### src/lps_pkg.sv
// Constants for the LCD power save sequencer
package lps_pkg;
  localparam logic [7:0] REG_POWER_SAVE_CONTROL = 8'h08;
  localparam int         PSE_BIT                = 0;
  localparam logic [7:0] PSC_RESET              = 8'h01;
  localparam logic [7:0] CMD_POWER_SAVE         = 8'h53;
  localparam logic [7:0] CMD_SYSTEM_CONFIGURE   = 8'h40;
  localparam logic [1:0] FRAMES_TO_DISABLE      = 2'h2;
  localparam int         SYS_CFG_PARAMS         = 8;
  localparam logic [3:0] SYS_CFG_PARAMS_W       = 4'h8;

  typedef enum logic [1:0]
  {
    ST_RUN      = 2'b00,
    ST_BLANKING = 2'b01,
    ST_SAVE     = 2'b10
  } lps_state_e;
endpackage

### src/lps_power_save_sequencer.sv
// Power save sequencer for a monochrome LCD controller
`timescale 1ns/1ns

module lps_power_save_sequencer
  import lps_pkg::*;
(
  input  wire logic       i_clock,
  input  wire logic       i_reset,
  input  wire logic       i_clock_enable,
  input  wire logic       i_reg_write,
  input  wire logic       i_reg_read,
  input  wire logic [7:0] i_reg_addr,
  input  wire logic [7:0] i_reg_wdata,
  input  wire logic       i_cmd_write,
  input  wire logic       i_cmd_is_param,
  input  wire logic [7:0] i_cmd_data,
  input  wire logic       i_frame_start,
  input  wire logic       i_frame_pulse,
  input  wire logic       i_line_pulse,
  input  wire logic       i_row_shift_clock,
  input  wire logic       i_ac_modulation,
  input  wire logic       i_col_chain_clock,
  input  wire logic       i_pixel_shift_clock,
  input  wire logic [3:0] i_panel_data,
  input  wire logic       i_col_driver_control,
  input  wire logic       i_mem_ctrl,
  input  wire logic       i_host_wait_n,
  input  wire logic [7:0] i_host_rdata,
  input  wire logic       i_host_rdata_en,
  output logic [7:0]      o_reg_rdata,
  output logic            o_power_save,
  output logic            o_clock_run,
  output logic            o_row_driver_disable,
  output logic            o_frame_pulse,
  output logic            o_line_pulse,
  output logic            o_row_shift_clock,
  output logic            o_lcd_ac_modulation,
  output logic            o_column_enable_chain_clock,
  output logic            o_pixel_shift_clock,
  output logic [3:0]      o_panel_data_out,
  output logic            o_column_driver_control,
  output logic            o_mem_ctrl,
  output logic            o_host_wait_n,
  output logic            o_host_wait_oe_n,
  output logic [7:0]      o_host_data_bus,
  output logic [7:0]      o_host_data_bus_oe_n
);

  lps_state_e state_q;
  lps_state_e state_d;
  logic [7:0] psc_q;
  logic [7:0] psc_d;
  logic [1:0] frames_q;
  logic [1:0] frames_d;
  logic [3:0] params_q;
  logic [3:0] params_d;
  logic       in_cfg_q;
  logic       in_cfg_d;
  logic [7:0] rdata_d;
  logic       cfg_p1;

  assign cfg_p1 = i_cmd_write && i_cmd_is_param && in_cfg_q
                  && (params_q == 4'h0);

  always_comb
  begin
    psc_d    = psc_q;
    in_cfg_d = in_cfg_q;
    params_d = params_q;
    rdata_d  = o_reg_rdata;
    if (i_reg_write && i_reg_addr == REG_POWER_SAVE_CONTROL)
    begin
      psc_d = i_reg_wdata;
    end
    if (i_cmd_write && !i_cmd_is_param)
    begin
      in_cfg_d = (i_cmd_data == CMD_SYSTEM_CONFIGURE);
      params_d = 4'h0;
      if (i_cmd_data == CMD_POWER_SAVE)
      begin
        psc_d[PSE_BIT] = 1'b1;
      end
    end
    else if (i_cmd_write && in_cfg_q)
    begin
      if (cfg_p1)
      begin
        psc_d[PSE_BIT] = 1'b0;
      end
      params_d = params_q + 4'h1;
      if (params_q == SYS_CFG_PARAMS_W - 4'h1)
      begin
        in_cfg_d = 1'b0;
      end
    end
    if (i_reg_read)
    begin
      rdata_d = (i_reg_addr == REG_POWER_SAVE_CONTROL) ? psc_q
                                                       : 8'h00;
    end
  end

  // Frames counted only while blanking; clocks keep running until save
  always_comb
  begin
    state_d  = state_q;
    frames_d = frames_q;
    case (state_q)
      ST_RUN:
      begin
        frames_d = 2'h0;
        if (psc_q[PSE_BIT])
        begin
          state_d = ST_BLANKING;
        end
      end
      ST_BLANKING:
      begin
        if (!psc_q[PSE_BIT])
        begin
          state_d = ST_RUN;
        end
        else if (i_frame_start)
        begin
          frames_d = frames_q + 2'h1;
          if (frames_q == FRAMES_TO_DISABLE - 2'h1)
          begin
            state_d = ST_SAVE;
          end
        end
      end
      ST_SAVE:
      begin
        if (!psc_q[PSE_BIT])
        begin
          state_d = ST_RUN;
        end
      end
      default:
      begin
        state_d = ST_SAVE;
      end
    endcase
  end

  always_ff @(posedge i_clock or posedge i_reset)
  begin
    if (i_reset)
    begin
      state_q     <= ST_SAVE;
      psc_q       <= PSC_RESET;
      frames_q    <= 2'h0;
      params_q    <= 4'h0;
      in_cfg_q    <= 1'b0;
      o_reg_rdata <= 8'h00;
    end
    else if (i_clock_enable)
    begin
      state_q     <= state_d;
      psc_q       <= psc_d;
      frames_q    <= frames_d;
      params_q    <= params_d;
      in_cfg_q    <= in_cfg_d;
      o_reg_rdata <= rdata_d;
    end
  end

  logic save_d;
  logic blank_d;
  assign save_d  = (state_d == ST_SAVE);
  assign blank_d = (state_d != ST_RUN) || psc_d[PSE_BIT];

  always_ff @(posedge i_clock or posedge i_reset)
  begin
    if (i_reset)
    begin
      o_power_save                <= 1'b1;
      o_clock_run                 <= 1'b0;
      o_row_driver_disable        <= 1'b0;
      o_frame_pulse               <= 1'b0;
      o_line_pulse                <= 1'b0;
      o_row_shift_clock           <= 1'b1;
      o_lcd_ac_modulation         <= 1'b0;
      o_column_enable_chain_clock <= 1'b0;
      o_pixel_shift_clock         <= 1'b0;
      o_panel_data_out            <= 4'h0;
      o_column_driver_control     <= 1'b1;
      o_mem_ctrl                  <= 1'b1;
      o_host_wait_n               <= 1'b1;
      o_host_wait_oe_n            <= 1'b1;
      o_host_data_bus             <= 8'h00;
      o_host_data_bus_oe_n        <= 8'hFF;
    end
    else if (i_clock_enable)
    begin
      o_power_save         <= save_d;
      o_clock_run          <= !save_d;
      o_row_driver_disable <= !save_d;
      o_panel_data_out     <= blank_d ? 4'h0 : i_panel_data;
      o_host_wait_n        <= i_host_wait_n;
      o_host_data_bus      <= i_host_rdata;
      if (save_d)
      begin
        o_frame_pulse               <= 1'b0;
        o_line_pulse                <= 1'b0;
        o_lcd_ac_modulation         <= 1'b0;
        o_column_enable_chain_clock <= 1'b0;
        o_pixel_shift_clock         <= 1'b0;
        o_row_shift_clock           <= 1'b1;
        o_column_driver_control     <= 1'b1;
        o_host_wait_oe_n            <= 1'b1;
        o_host_data_bus_oe_n        <= 8'hFF;
      end
      else
      begin
        o_frame_pulse               <= i_frame_pulse;
        o_line_pulse                <= i_line_pulse;
        o_lcd_ac_modulation         <= i_ac_modulation;
        o_column_enable_chain_clock <= i_col_chain_clock;
        o_pixel_shift_clock         <= i_pixel_shift_clock;
        o_row_shift_clock           <= i_row_shift_clock;
        o_column_driver_control     <= i_col_driver_control;
        o_mem_ctrl                  <= i_mem_ctrl;
        o_host_wait_oe_n            <= 1'b0;
        o_host_data_bus_oe_n        <= {8{!i_host_rdata_en}};
      end
    end
  end

  // Save output rises one edge after the frame boundary that ends blanking
  chk_enter_after_frame: assert property (
    @(posedge i_clock) disable iff (i_reset)
    ($rose(o_power_save) |-> $past(i_frame_start)))
    else $error("power save entered without frame boundary");
  chk_disable_low_save: assert property (
    @(posedge i_clock) disable iff (i_reset)
    (o_power_save |-> !o_row_driver_disable && !o_pixel_shift_clock))
    else $error("row disable not low in save");
  chk_blank_data: assert property (
    @(posedge i_clock) disable iff (i_reset)
    (o_power_save |-> o_panel_data_out == 4'h0))
    else $error("panel data not blank");
  chk_bus_floats: assert property (
    @(posedge i_clock) disable iff (i_reset)
    (o_power_save |-> o_host_data_bus_oe_n == 8'hFF && o_host_wait_oe_n))
    else $error("host bus driven in save");
  chk_high_pins: assert property (
    @(posedge i_clock) disable iff (i_reset)
    (o_power_save |-> o_row_shift_clock && o_column_driver_control))
    else $error("high pins wrong in save");
  // Save seen now means the last update already held memory control
  chk_mem_hold: assert property (
    @(posedge i_clock) disable iff (i_reset)
    (o_power_save |-> $stable(o_mem_ctrl)))
    else $error("memory control moved in save");
  chk_exit_write: assert property (
    @(posedge i_clock) disable iff (i_reset)
    (i_clock_enable && i_reg_write && i_reg_addr == REG_POWER_SAVE_CONTROL
     && !i_reg_wdata[PSE_BIT] ##1 i_clock_enable |=> !o_power_save))
    else $error("no exit after write");
  chk_cfg_exit: assert property (
    @(posedge i_clock) disable iff (i_reset)
    (i_clock_enable && cfg_p1 && !(i_reg_write) |=> !psc_q[PSE_BIT]))
    else $error("configure did not clear enable");
  chk_clock_stop: assert property (
    @(posedge i_clock) disable iff (i_reset)
    (o_power_save |-> !o_clock_run))
    else $error("clocks running in save");
  cov_enter: cover property (@(posedge i_clock) $rose(o_power_save));
  cov_exit: cover property (@(posedge i_clock) $fell(o_power_save));
  cov_cfg: cover property (@(posedge i_clock) cfg_p1);

endmodule // lps_power_save_sequencer

### config.mk
export PLATFORM = sky130hd
export DESIGN_NAME = lps_power_save_sequencer
export DESIGN_NICKNAME = d
export VERILOG_FILES = /design/src/lps_pkg.sv /design/src/lps_power_save_sequencer.sv
export SDC_FILE = /design/constraint.sdc
export NUM_CORES = 1
export LEC_CHECK = 0
export BUFFER_PORTS_ARGS = -buffer_cell sky130_fd_sc_hd__buf_2
export CORE_MARGIN = 4
export CORE_UTILIZATION = 35
export CTS_CLUSTER_SIZE = 20
export DETAILED_ROUTE_END_ITERATION = 7
export PLACE_DENSITY = 0.64
export SLEW_MARGIN = 20
export SYNTH_ARGS = -nofsm -noshare
export SYNTH_HDL_FRONTEND = slang
export SYNTH_SLANG_ARGS = --single-unit
### constraint.sdc
create_clock -name i_clock -period 4.75 [get_ports i_clock]
set_input_delay 0.95 -clock i_clock [delete_from_list [all_inputs] [get_ports i_clock]]
set_output_delay 0.95 -clock i_clock [all_outputs]
set_load 0.01 [all_outputs]
==> results by group, run 1 <==
Status
  • Status: finished, final reports clean

Run
  • Max Cap Viol: 0

STA
  • Clk_skew: 0.00631 ns
  • Setup violators final: 0
  • Hold slack: 0.493 ns
  • Fin crit share: 44.8%
  • Setup TNS Final: 0 ns
  • Relative slew slack: 43.8%
  • Tmin final: 2.13 ns
  • Endpoints failing hold: 0
  • RSZ-0062 raised after global routing: false
  • Worst-Margin Slew: 0.843 ns
  • Slew Limit Fails: 0
  • Worst setup margin: 2.62 ns
  • F_max: 470 MHz

Cells and area
  • Layout net count: 318
  • Number of fill cells: 579
  • Reg area: 1240 µm²
  • Number of diodes: 0
  • Layout cells sized above 1: 51.1%
  • Area Growth Syn to Fin: 27.4%
  • Multi-input gate area: 830 µm²

Worst setup path
  • Slowest stage delay, CP: 0.43 ns
  • Critical path required time: 4.97 ns
  • CP arrival: 2.35 ns
  • Crit Path Category: in -> reg
  • CP max FO: 25
  • Critical Path Sink Type: register
  • Crit path max-delay family: buffers and inverters
  • Startpoint Class: input pin
  • CP bufs+invs: 2
  • Critical Path Start: i_clock_enable
  • Worst R2R Start: frames_q[0]$_DFFE_PP0P_
  • Crit-path cells: buf_2 -> inv_1 -> a211oi_1 -> nand2_1 -> o2bb2ai_1
  • Highest-delay cell along the critical path: a211oi_1

Clocking
  • CTS root buf: clkbuf_8
  • CTS max path bufs: 2
  • TritonCTS clock tree: done
  • CTS Hold Buffers Added: 0
  • Clk sinks: 49
  • Setup bufs post-CTS: 0
  • Post-CTS sizing: 0
  • H-tree depth: 2
  • Worst-path clk slew: 0.09 ns
  • Worst skew pair latency: 0.30 ns
  • Clock buffer count from CTS: 5

Logic synthesis
  • Most common cell in the synthesized netlist: dfrtp_1
  • Sequential fraction of the synthesis area: 56.4%
  • Ys Warns: 0
  • Area leader, netlist: dfrtp_1
  • Post-Synthesis Cells: 174
  • FFs w/ async S/R, synth: 100%
  • Synth top cells by count: dfrtp_1, a22o_1, nand2_1
  • Distinct cells, synth: 42
  • Flop and latch count out of synthesis: 49
  • Top post-synthesis cells by area: dfrtp_1, dfstp_2, a22o_1
  • Synth Cell Area: 2190 µm²
  • Syn nets: 231
  • Post-synth EDFFs: 0
  • Yosys top cell area share: 46.8%
  • Main synth FF type: dfrtp_1
  • Post-Syn Area per Cell: 12.6 µm²

Place
  • # port buffers: 94
  • Dpl ws: 2.28 ns
  • Post-DP HPWL: 3.43 mm
  • Final GP Congestion: 0.723

Drt
  • Final wirelength: 4.58 mm
  • Residual DRC count: 0
  • TritonRoute pass-1 iters: 4
  • Vias: 1612
  • Iter 0 DRT Violations: 49
  • Per-cell routed wire length: 13.6 µm
  • Vias per inst: 4.78
  • Antenna Violating Nets Remaining: 0

Die
  • Die extent in x: 87.1 µm
  • Starting Density: 36.6%
  • Chip height: 87.1 µm
  • Die area: 7590 µm²
  • Num rows: 28
  • Core area: 5990 µm²
  • Ports: 95

Min path
  • HP Class: reg -> reg
  • Hold Startpoint: o_panel_data_out[0]$_DFFE_PP0P_

Power
  • PwrDens: 334 nW/µm²
  • Lkg Pwr: 1.40 nW
  • PnR Total Power: 0.931 mW
  • Maximum vdd drop: 0.134 mV

Global route
  • Largest net degree at the start of global routing: 50
  • Grt ovf: 0
  • Initial antenna violation count: 0
  • First-pass GRT wire length: 7.49 mm
  • Gr usage total: 12.4%
  • Number of global-route vias before repair: 1620
==> cell type report <==
| type | count | area share, % |
|---|---|---|
| multi-input cells | 104 | 29.7 |
| repair buffers | 94 | 16.9 |
| clock inverters | 3 | 2.33 |
| clock buffers | 5 | 2.47 |
| flip-flops and latches | 49 | 44.3 |
| inverters | 7 | 0.986 |
| well taps | 75 | 3.36 |
==> layer usage <==
layer | global-route usage (%) | part of all wire [%]
met1 | 16.2 | 45
met2 | 19.8 | 44
met3 | 3.97 | 10
met4 | 3.35 | 0.87
met5 | 0 | 0
==> state kept, by name (all words and copies together) (netlist names), 2 cells and up <==
name,count
psc_q,8
o_panel_data_out,4
o_host_data_bus,8
o_reg_rdata,8
state_q,2
params_q,4
frames_q,2
==> cells by family after synthesis <==
kind of cell / synth area share (%)
AOI/OAI and AO/OA: 13.4
adders and majority gates: 1.71
muxes: 10.6
DFF: 56.4
buffers and inverters: 5.71
and+or+nand+nor: 12.2
==> path summary, 6_finish.rpt <==
path,depth (start not counted),endpoint,slack (ns)
max,5,o_panel_data_out[0]$_DFFE_PP0P_,2.62
min in group asynchronous,2,o_host_data_bus[7]$_DFFE_PP0P_,0.77
min,1,o_panel_data_out[0]$_DFFE_PP0P_,0.49
max reg2reg,5,o_mem_ctrl$_DFFE_PP1P_,3.02
max in group asynchronous,2,o_host_data_bus[3]$_DFFE_PP0P_,3.46
min reg2reg,1,o_panel_data_out[0]$_DFFE_PP0P_,0.49
==> where the power goes <==
group          switching (mW)  total (mW)  internal [mW]
logic                  0.0606       0.119         0.0589
clock network           0.139       0.348          0.209
registers              0.0173       0.464          0.446
==> stage by stage <==
step | utilization, % | instance area, µm² | instances
4_1_cts | 46.6 | 2790 | 337
2_1_floorplan | - | 2190 | 174
5_1_grt | 46.6 | 2790 | 337
6_report | 46.6 | 2790 | 337
3_3_place_gp | 44.3 | 2660 | 329
3_5_place_dp | 44.3 | 2660 | 329
==> cell usage in the layout, fill, tap and decap left out, drive strengths merged, types with 5 or more instances in the layout <==
cell type	synthesis	routed
buf	12	94
nor2	7	7
clkbuf	2	5
dfrtp	41	41
mux2	17	17
inv	7	6
o21ai	7	7
nand2	16	16
dfstp	8	8
a22o	15	15
==> worst register-to-register path, stage by stage (launching register included) <==
cell     delay, ns
dfrtp_1       0.40
ha_1          0.21
and3_1        0.17
o21ai_1       0.14
and3_1        0.41
mux2_4        0.33
Power figures use the tool's default switching activity.
==> inputs of run 2 (changes only) <==
Settings changed: PLACE_DENSITY 0.64 to 0.66.
Clock period 4.75 ns to 1.8 ns, I/O delays scaled along.
==> run 2 against run 1 <==
  * Total power rose to 2.5 times the previous value
  * Critical endpoint is now o_lcd_ac_modulation$_DFFE_PP0P_
  * Sequential share of layout area fell by 0.49 points
  * Critical path depth rose by 1
  * Routed wire length rose by 4.5%
  * Final area rose by 1.1%
  * Combinational power rose to 2.7 times the previous value
  * Clock power rose by 130%
  * Highest routed layer unchanged
  * Via count rose by 4.0%
  * Utilization rose by 0.52 points
  * Clock skew rose by 0.0060 ns
  * Non-clock buffer count rose by 7
==> results by group, run 2 (same netlist as run 1, synthesis figures left out) <==
Status
  • Status: finished, final reports clean

Drt
  • DRT met1 WL: 2.15 mm (+4.5%)
  • Final wirelength: 4.79 mm (+4.5%)
  • DR WL met3: 375 µm (-18%)
  • Iter 0 DRT Violations: 45 (-8.2%)
  • Per-cell routed wire length: 13.9 µm (+2.3%)
  • Antenna Violating Nets Remaining: 0 (unchanged)
  • Metal2 WL: 2.21 mm (+9.0%)
  • Top routing layer in use: met4
  • TritonRoute pass-1 iters: 4 (unchanged)
  • Residual DRC count: 0 (unchanged)
  • Vias per inst: 4.88 (+1.9%)
  • Vias: 1677 (+4.0%)

Power
  • Sequential power share: 52.4% (+2.6 points)
  • Switch share: 24.6% (+1.3 points)
  • Maximum vdd drop: 0.387 mV (+190%)
  • Comb pwr share: 14.0% (+1.2 points)
  • Clock group share of total power: 33.6% (-3.8 points)
  • Cell Int Power: 1.76 mW (+150%)
  • Lkg Pwr: 1.42 nW (+1.4%)
  • Sw power: 0.573 mW (+160%)
  • PwrDens: 827 nW/µm² (+150%)

Cells and area
  • Area Growth Syn to Fin: 28.8%
  • Largest registers: o_host_data_bus: 8 flops, o_reg_rdata: 8 flops, psc_q: 8 flops
  • Final cell count without fillers: 344 (+2.1%)
  • Layout cells sized above 1: 51.7% (+0.53 points)
  • Number of fill cells: 571 (-1.4%)
  • Number of diodes: 0 (unchanged)
  • Layout net count: 325 (+2.2%)
  • Commonest non-fill, non-tap cell in the layout: buf_2
  • Commonest non-fill, non-tap cells in the layout: buf_2, dfrtp_1, nand2_1, a22o_1, mux2_2

Die
  • Chip height: 87.1 µm (unchanged)
  • Die extent in x: 87.1 µm (unchanged)
  • Core area: 5990 µm² (unchanged)
  • Starting Density: 36.6% (unchanged)
  • Die area: 7590 µm² (unchanged)
  • Ports: 95 (unchanged)
  • Num rows: 28 (unchanged)

Worst setup path
  • Worst R2R Start: frames_q[0]$_DFFE_PP0P_
  • CP arrival: 1.81 ns (-0.54 ns)
  • Crit Path Category: reg -> reg
  • Slowest stage delay, CP: 0.40 ns (-0.03 ns)
  • Crit path max-delay family: simple AND/OR/NAND/NOR gates
  • Highest-delay cell along the critical path: dfrtp_1
  • Critical Path Sink Type: register
  • R2R depth: 6 (+1)
  • CP most frequent cell: and3_1
  • CP bufs+invs: 1 (-1)
  • R2R Path End: o_lcd_ac_modulation$_DFFE_PP0P_
  • Critical Path Start: frames_q[0]$_DFFE_PP0P_
  • Crit-path cells: ha_1 -> and3_1 -> o21ai_1 -> and3_1 -> buf_4 -> a22o_1
  • Reg2Reg Setup Slack: 0.24 ns (-2.78 ns)
  • Startpoint Class: register
  • Critical path required time: 2.05 ns (-2.92 ns)
  • CP max FO: 9 (-64%)

STA
  • Worst-Margin Slew: 0.514 ns (-0.329 ns)
  • Setup TNS Final: 0 ns (unchanged)
  • Setup violators final: 0 (unchanged)
  • Clk_skew: 0.0123 ns (+0.00599 ns)
  • Endpoints failing hold: 0 (unchanged)
  • Tmin final: 1.56 ns
  • Slew Limit Fails: 0 (unchanged)
  • RSZ-0062 raised after global routing: false
  • F_max: 640 MHz
  • Fin crit share: 86.8%
  • Relative slew slack: 65.5% (+22 points)

Global route
  • Number of global-route vias before repair: 1668 (+3.0%)
  • Initial antenna violation count: 0 (unchanged)
  • Grt ovf: 0 (unchanged)
  • Gr usage total: 13.0% (+0.63 points)
  • Largest net degree at the start of global routing: 25 (-50%)
  • First-pass GRT wire length: 7.85 mm (+4.7%)

Min path
  • Hold Startpoint: i_host_rdata_en
  • Hold path depth: 2 (+1)
  • Hold EP: o_host_data_bus_oe_n[6]$_DFFE_PP1P_
  • HP Class: in -> reg

Clocking
  • CTS root buf: clkbuf_8
  • Clock buffer count from CTS: 5 (unchanged)
  • H-tree depth: 2 (unchanged)
  • Worst-path clk slew: 0.10 ns (about the same)
  • Post-CTS sizing: 0 (unchanged)
  • Clk sinks: 49 (unchanged)
  • CTS Hold Buffers Added: 1 (+1)
  • Worst skew pair latency: 0.30 ns (about the same)
  • CTS max path bufs: 2 (unchanged)
  • Setup bufs post-CTS: 0 (unchanged)
  • TritonCTS clock tree: done

Place
  • # port buffers: 94 (unchanged)
  • # placed instances: 335 (+1.8%)
  • Final GP Congestion: 0.776 (+7.2%)
  • Post-DP HPWL: 3.72 mm (+8.4%)

Run
  • Max Cap Viol: 0 (unchanged)
-- run 2: worst register-to-register path, delay by kind of cell (launching register included) --
family	cells	cell delay, ns
fa+ha+maj	1	0.23
compound gates	2	0.27
simple gates	2	0.41
buf+inv	1	0.20
flops	1	0.40
-- run 2: power by group through the flow --
stage,combinational (mW),clock [mW],sequential (mW)
final,0.327,0.784,1.22
after global routing,0.367,0.867,1.23
after CTS,0.336,0.807,1.23
after detailed placement,0.334,0,1.25
after global placement,0.329,0,1.24
after floorplan,0.166,0,1.27
-- run 2: final cells by class --
class	instances	area, µm²	share of cell area [%]
Sequential cell	49	1240	43.8
Multi-Input combinational cell	104	830	29.4
Timing Repair Buffer	101	526	18.6
Tap cell	75	93.8	3.32
Clock buffer	6	72.6	2.57
Clock inverter	2	38.8	1.37
Inverter	7	26.3	0.931
-- run 2: how the worst max path moves through the flow --
stage	slack, ns	end	depth (start not counted)
finish	0.24	o_lcd_ac_modulation$_DFFE_PP0P_	6
floorplan	0.27	o_mem_ctrl$_DFFE_PP1P_	6
detailed placement	0.18	o_panel_data_out[2]$_DFFE_PP0P_	5
global placement	0.19	o_panel_data_out[2]$_DFFE_PP0P_	5
CTS	0.21	o_lcd_ac_modulation$_DFFE_PP0P_	6
global route	0.11	o_lcd_ac_modulation$_DFFE_PP0P_	6
-- run 2: metrics by stage --
step           util, %  worst slack (ns)  power (mW)  cell area (µm²)  hold WS [ns]
6_report          47.1             0.238        2.33             2820         0.195
3_3_place_gp      45.1             0.193        1.57             2700         0.273
5_1_grt           47.1             0.113        2.47             2820         0.181
2_1_floorplan        -             0.265        1.43             2190         0.411
3_5_place_dp      45.1             0.176        1.58             2700         0.281
4_1_cts           47.1             0.207        2.37             2820         0.183
-- run 2: layer usage --
| layer | up-vias | global-route usage [%] |
|---|---|---|
| met3 | 5 | 3.60 |
| met2 | 64 | 21.4 |
| met4 | 0 | 2.93 |
| met5 | - | 0 |
| met1 | 799 | 17.2 |
| li1 | 809 | - |
==> inputs of run 3 (changes only) <==
Settings changed: PLACE_DENSITY 0.66 to 0.67, REMOVE_ABC_BUFFERS set to 1.
==> run 3 against run 2 <==
  * Clock power shrank 19%
  * Critical endpoint is now psc_q[0]$_DFFE_PP1P_
  * Non-clock buffer count fell by 1
  * Setup slack improved by 0.032 ns
  * Final area fell by 0.66%
  * Final cell count fell by 0.29%
  * Worst hold slack got worse by 0.14 ns
  * Maximum frequency is 2.1% higher
  * Total power is 6.3% lower
  * Largest cell class unchanged
  * Count of clock-buffer cells in the layout down 1
==> results by group, run 3 (same netlist as run 1, synthesis figures left out) <==
Status
  • Status: finished, final reports clean

Drt
  • Residual DRC count: 0 (unchanged)
  • Metal2 WL: 1.97 mm (-11%)
  • Top routing layer in use: met4
  • Vias: 1660 (-1.0%)
  • Final wirelength: 4.57 mm (-4.4%)
  • DR WL met3: 472 µm (+26%)
  • Antenna Violating Nets Remaining: 0 (unchanged)
  • Per-cell routed wire length: 13.3 µm (-4.2%)
  • Iter 0 DRT Violations: 37 (-18%)
  • TritonRoute pass-1 iters: 4 (unchanged)
  • DRT met1 WL: 2.09 mm (-2.8%)
  • Vias per inst: 4.84 (-0.73%)

Power
  • PwrDens: 780 nW/µm² (-5.6%)
  • Clock group share of total power: 29.1% (-4.5 points)
  • Cell Int Power: 1.62 mW (-8.0%)
  • Maximum vdd drop: 0.364 mV (-5.9%)
  • Switch share: 25.9% (+1.4 points)
  • PnR Total Power: 2.19 mW (-6.3%)
  • Comb pwr share: 15.0% (+1.0 points)
  • Sequential power share: 55.9% (+3.5 points)
  • Lkg Pwr: 1.41 nW (-0.76%)
  • Sw power: 0.567 mW (-1.1%)

Place
  • Final GP Congestion: 0.719 (-7.3%)
  • Dpl ws: 0.199 ns (+0.0236 ns)
  • Placed inst area: 2710 µm² (+0.46%)
  • # port buffers: 94 (unchanged)
  • Post-DP HPWL: 3.58 mm (-3.7%)

Die
  • Die extent in x: 87.1 µm (unchanged)
  • Ports: 95 (unchanged)
  • Die area: 7590 µm² (unchanged)
  • Starting Density: 36.6% (unchanged)
  • Core area: 5990 µm² (unchanged)
  • Chip height: 87.1 µm (unchanged)
  • Num rows: 28 (unchanged)

STA
  • Clk_skew: 0.00257 ns (-0.00973 ns)
  • F_max: 654 MHz (+2.1%)
  • Endpoints failing hold: 0 (unchanged)
  • Tmin final: 1.53 ns (-0.0319 ns)
  • RSZ-0062 raised after global routing: false
  • Setup violators final: 0 (unchanged)
  • Setup TNS Final: 0 ns (unchanged)
  • Fin crit share: 85.0% (-1.8 points)
  • Worst setup margin: 0.270 ns (+0.0319 ns)
  • Relative slew slack: 67.0% (+1.5 points)
  • Worst-Margin Slew: 0.491 ns (-0.0224 ns)
  • Slew Limit Fails: 0 (unchanged)

Global route
  • Initial antenna violation count: 0 (unchanged)
  • First-pass GRT wire length: 7.38 mm (-6.0%)
  • Gr usage total: 12.3% (-0.67 points)
  • Number of global-route vias before repair: 1597 (-4.3%)
  • Grt ovf: 0 (unchanged)
  • Largest net degree at the start of global routing: 31 (+24%)

Clocking
  • Clock buffer count from CTS: 5 (unchanged)
  • H-tree depth: 2 (unchanged)
  • Clk sinks: 49 (unchanged)
  • Setup bufs post-CTS: 0 (unchanged)
  • CTS root buf: clkbuf_8
  • CTS max path bufs: 2 (unchanged)
  • Worst skew pair latency: 0.29 ns (about the same)
  • CTS Hold Buffers Added: 0 (-1)
  • Post-CTS sizing: 0 (unchanged)
  • Worst-path clk slew: 0.09 ns (about the same)
  • TritonCTS clock tree: done

Cells and area
  • Commonest non-fill, non-tap cell in the layout: buf_2
  • Commonest non-fill, non-tap cells in the layout: buf_2, dfrtp_1, nand2_1, a22o_1, mux2_2
  • Layout cells sized above 1: 52.2% (+0.57 points)
  • Layout net count: 324 (-0.31%)
  • Number of diodes: 0 (unchanged)
  • Area Growth Syn to Fin: 28.0%
  • Largest registers: o_host_data_bus: 8 flops, o_reg_rdata: 8 flops, psc_q: 8 flops
  • Core Util, Final: 46.8% (-0.31 points)
  • Final instance area: 2800 µm² (-0.66%)

Worst setup path
  • R2R Path End: psc_q[0]$_DFFE_PP1P_
  • Critical Path Sink Type: register
  • R2R depth: 6 (unchanged)
  • CP arrival: 1.76 ns (-0.05 ns)
  • Critical Path Start: params_q[0]$_DFFE_PP0P_
  • Crit Path Category: reg -> reg
  • CP max FO: 5 (-4)
  • Worst R2R Start: params_q[0]$_DFFE_PP0P_
  • Worst setup endpoint: psc_q[0]$_DFFE_PP1P_
  • Reg2Reg Setup Slack: 0.27 ns (+0.03 ns)
  • Critical path required time: 2.03 ns (-0.02 ns)
  • Startpoint Class: register

Run
  • Max Cap Viol: 0 (unchanged)

Min path
  • HP Class: in -> async
[run 3: worst min path at each step]
| stage | start | end | slack (ns) |
|---|---|---|---|
| after floorplan | i_host_rdata_en | o_host_data_bus_oe_n[6]$_DFFE_PP1P_ | 0.41 |
| after global placement | i_reset | o_reg_rdata[0]$_DFFE_PP0P_ | 0.40 |
| after detailed placement | i_reset | o_reg_rdata[3]$_DFFE_PP0P_ | 0.40 |
| after CTS | i_reset | o_reg_rdata[3]$_DFFE_PP0P_ | 0.07 |
| after global routing | i_reset | o_reg_rdata[6]$_DFFE_PP0P_ | 0.08 |
| final | i_reset | o_reg_rdata[6]$_DFFE_PP0P_ | 0.06 |
[run 3: power groups by stage]
stage	Clock [mW]	Combinational (mW)	Sequential (mW)
2_1_floorplan	0	0.119	1.28
3_3_place_gp	0	0.332	1.24
3_5_place_dp	0	0.337	1.24
4_1_cts	0.682	0.337	1.22
5_1_grt	0.713	0.364	1.23
6_report	0.636	0.329	1.22
[run 3: layout make-up]
type                    instances  area [µm²]
repair buffers                100         528
fillers                       569        3190
well taps                      75        93.8
clock buffers                   5        68.8
inverters                       7        26.3
multi-input cells             104         830
flip-flops and latches         49        1240
clock inverters                 3        21.3
[run 3: metrics by stage]
stage          hold slack [ns]  cells
3_3_place_gp             0.397    335
2_1_floorplan            0.410    160
3_5_place_dp             0.401    335
5_1_grt                 0.0828    343
4_1_cts                 0.0655    343
6_report                0.0556    343
[run 3: critical path: stages, from the launching register on]
cell and delay (ns):
dfrtp_1 0.44, inv_1 0.08, ha_1 0.15, nand2_1 0.05
nor4_1 0.36, a21oi_2 0.13, a22o_1 0.26
[run 3: layer usage]
layer | vias to the layer above | track usage, %
met5 | - | 0
met4 | 0 | 3.35
met3 | 6 | 3.69
met2 | 77 | 19.3
met1 | 768 | 16.7
li1 | 809 | -
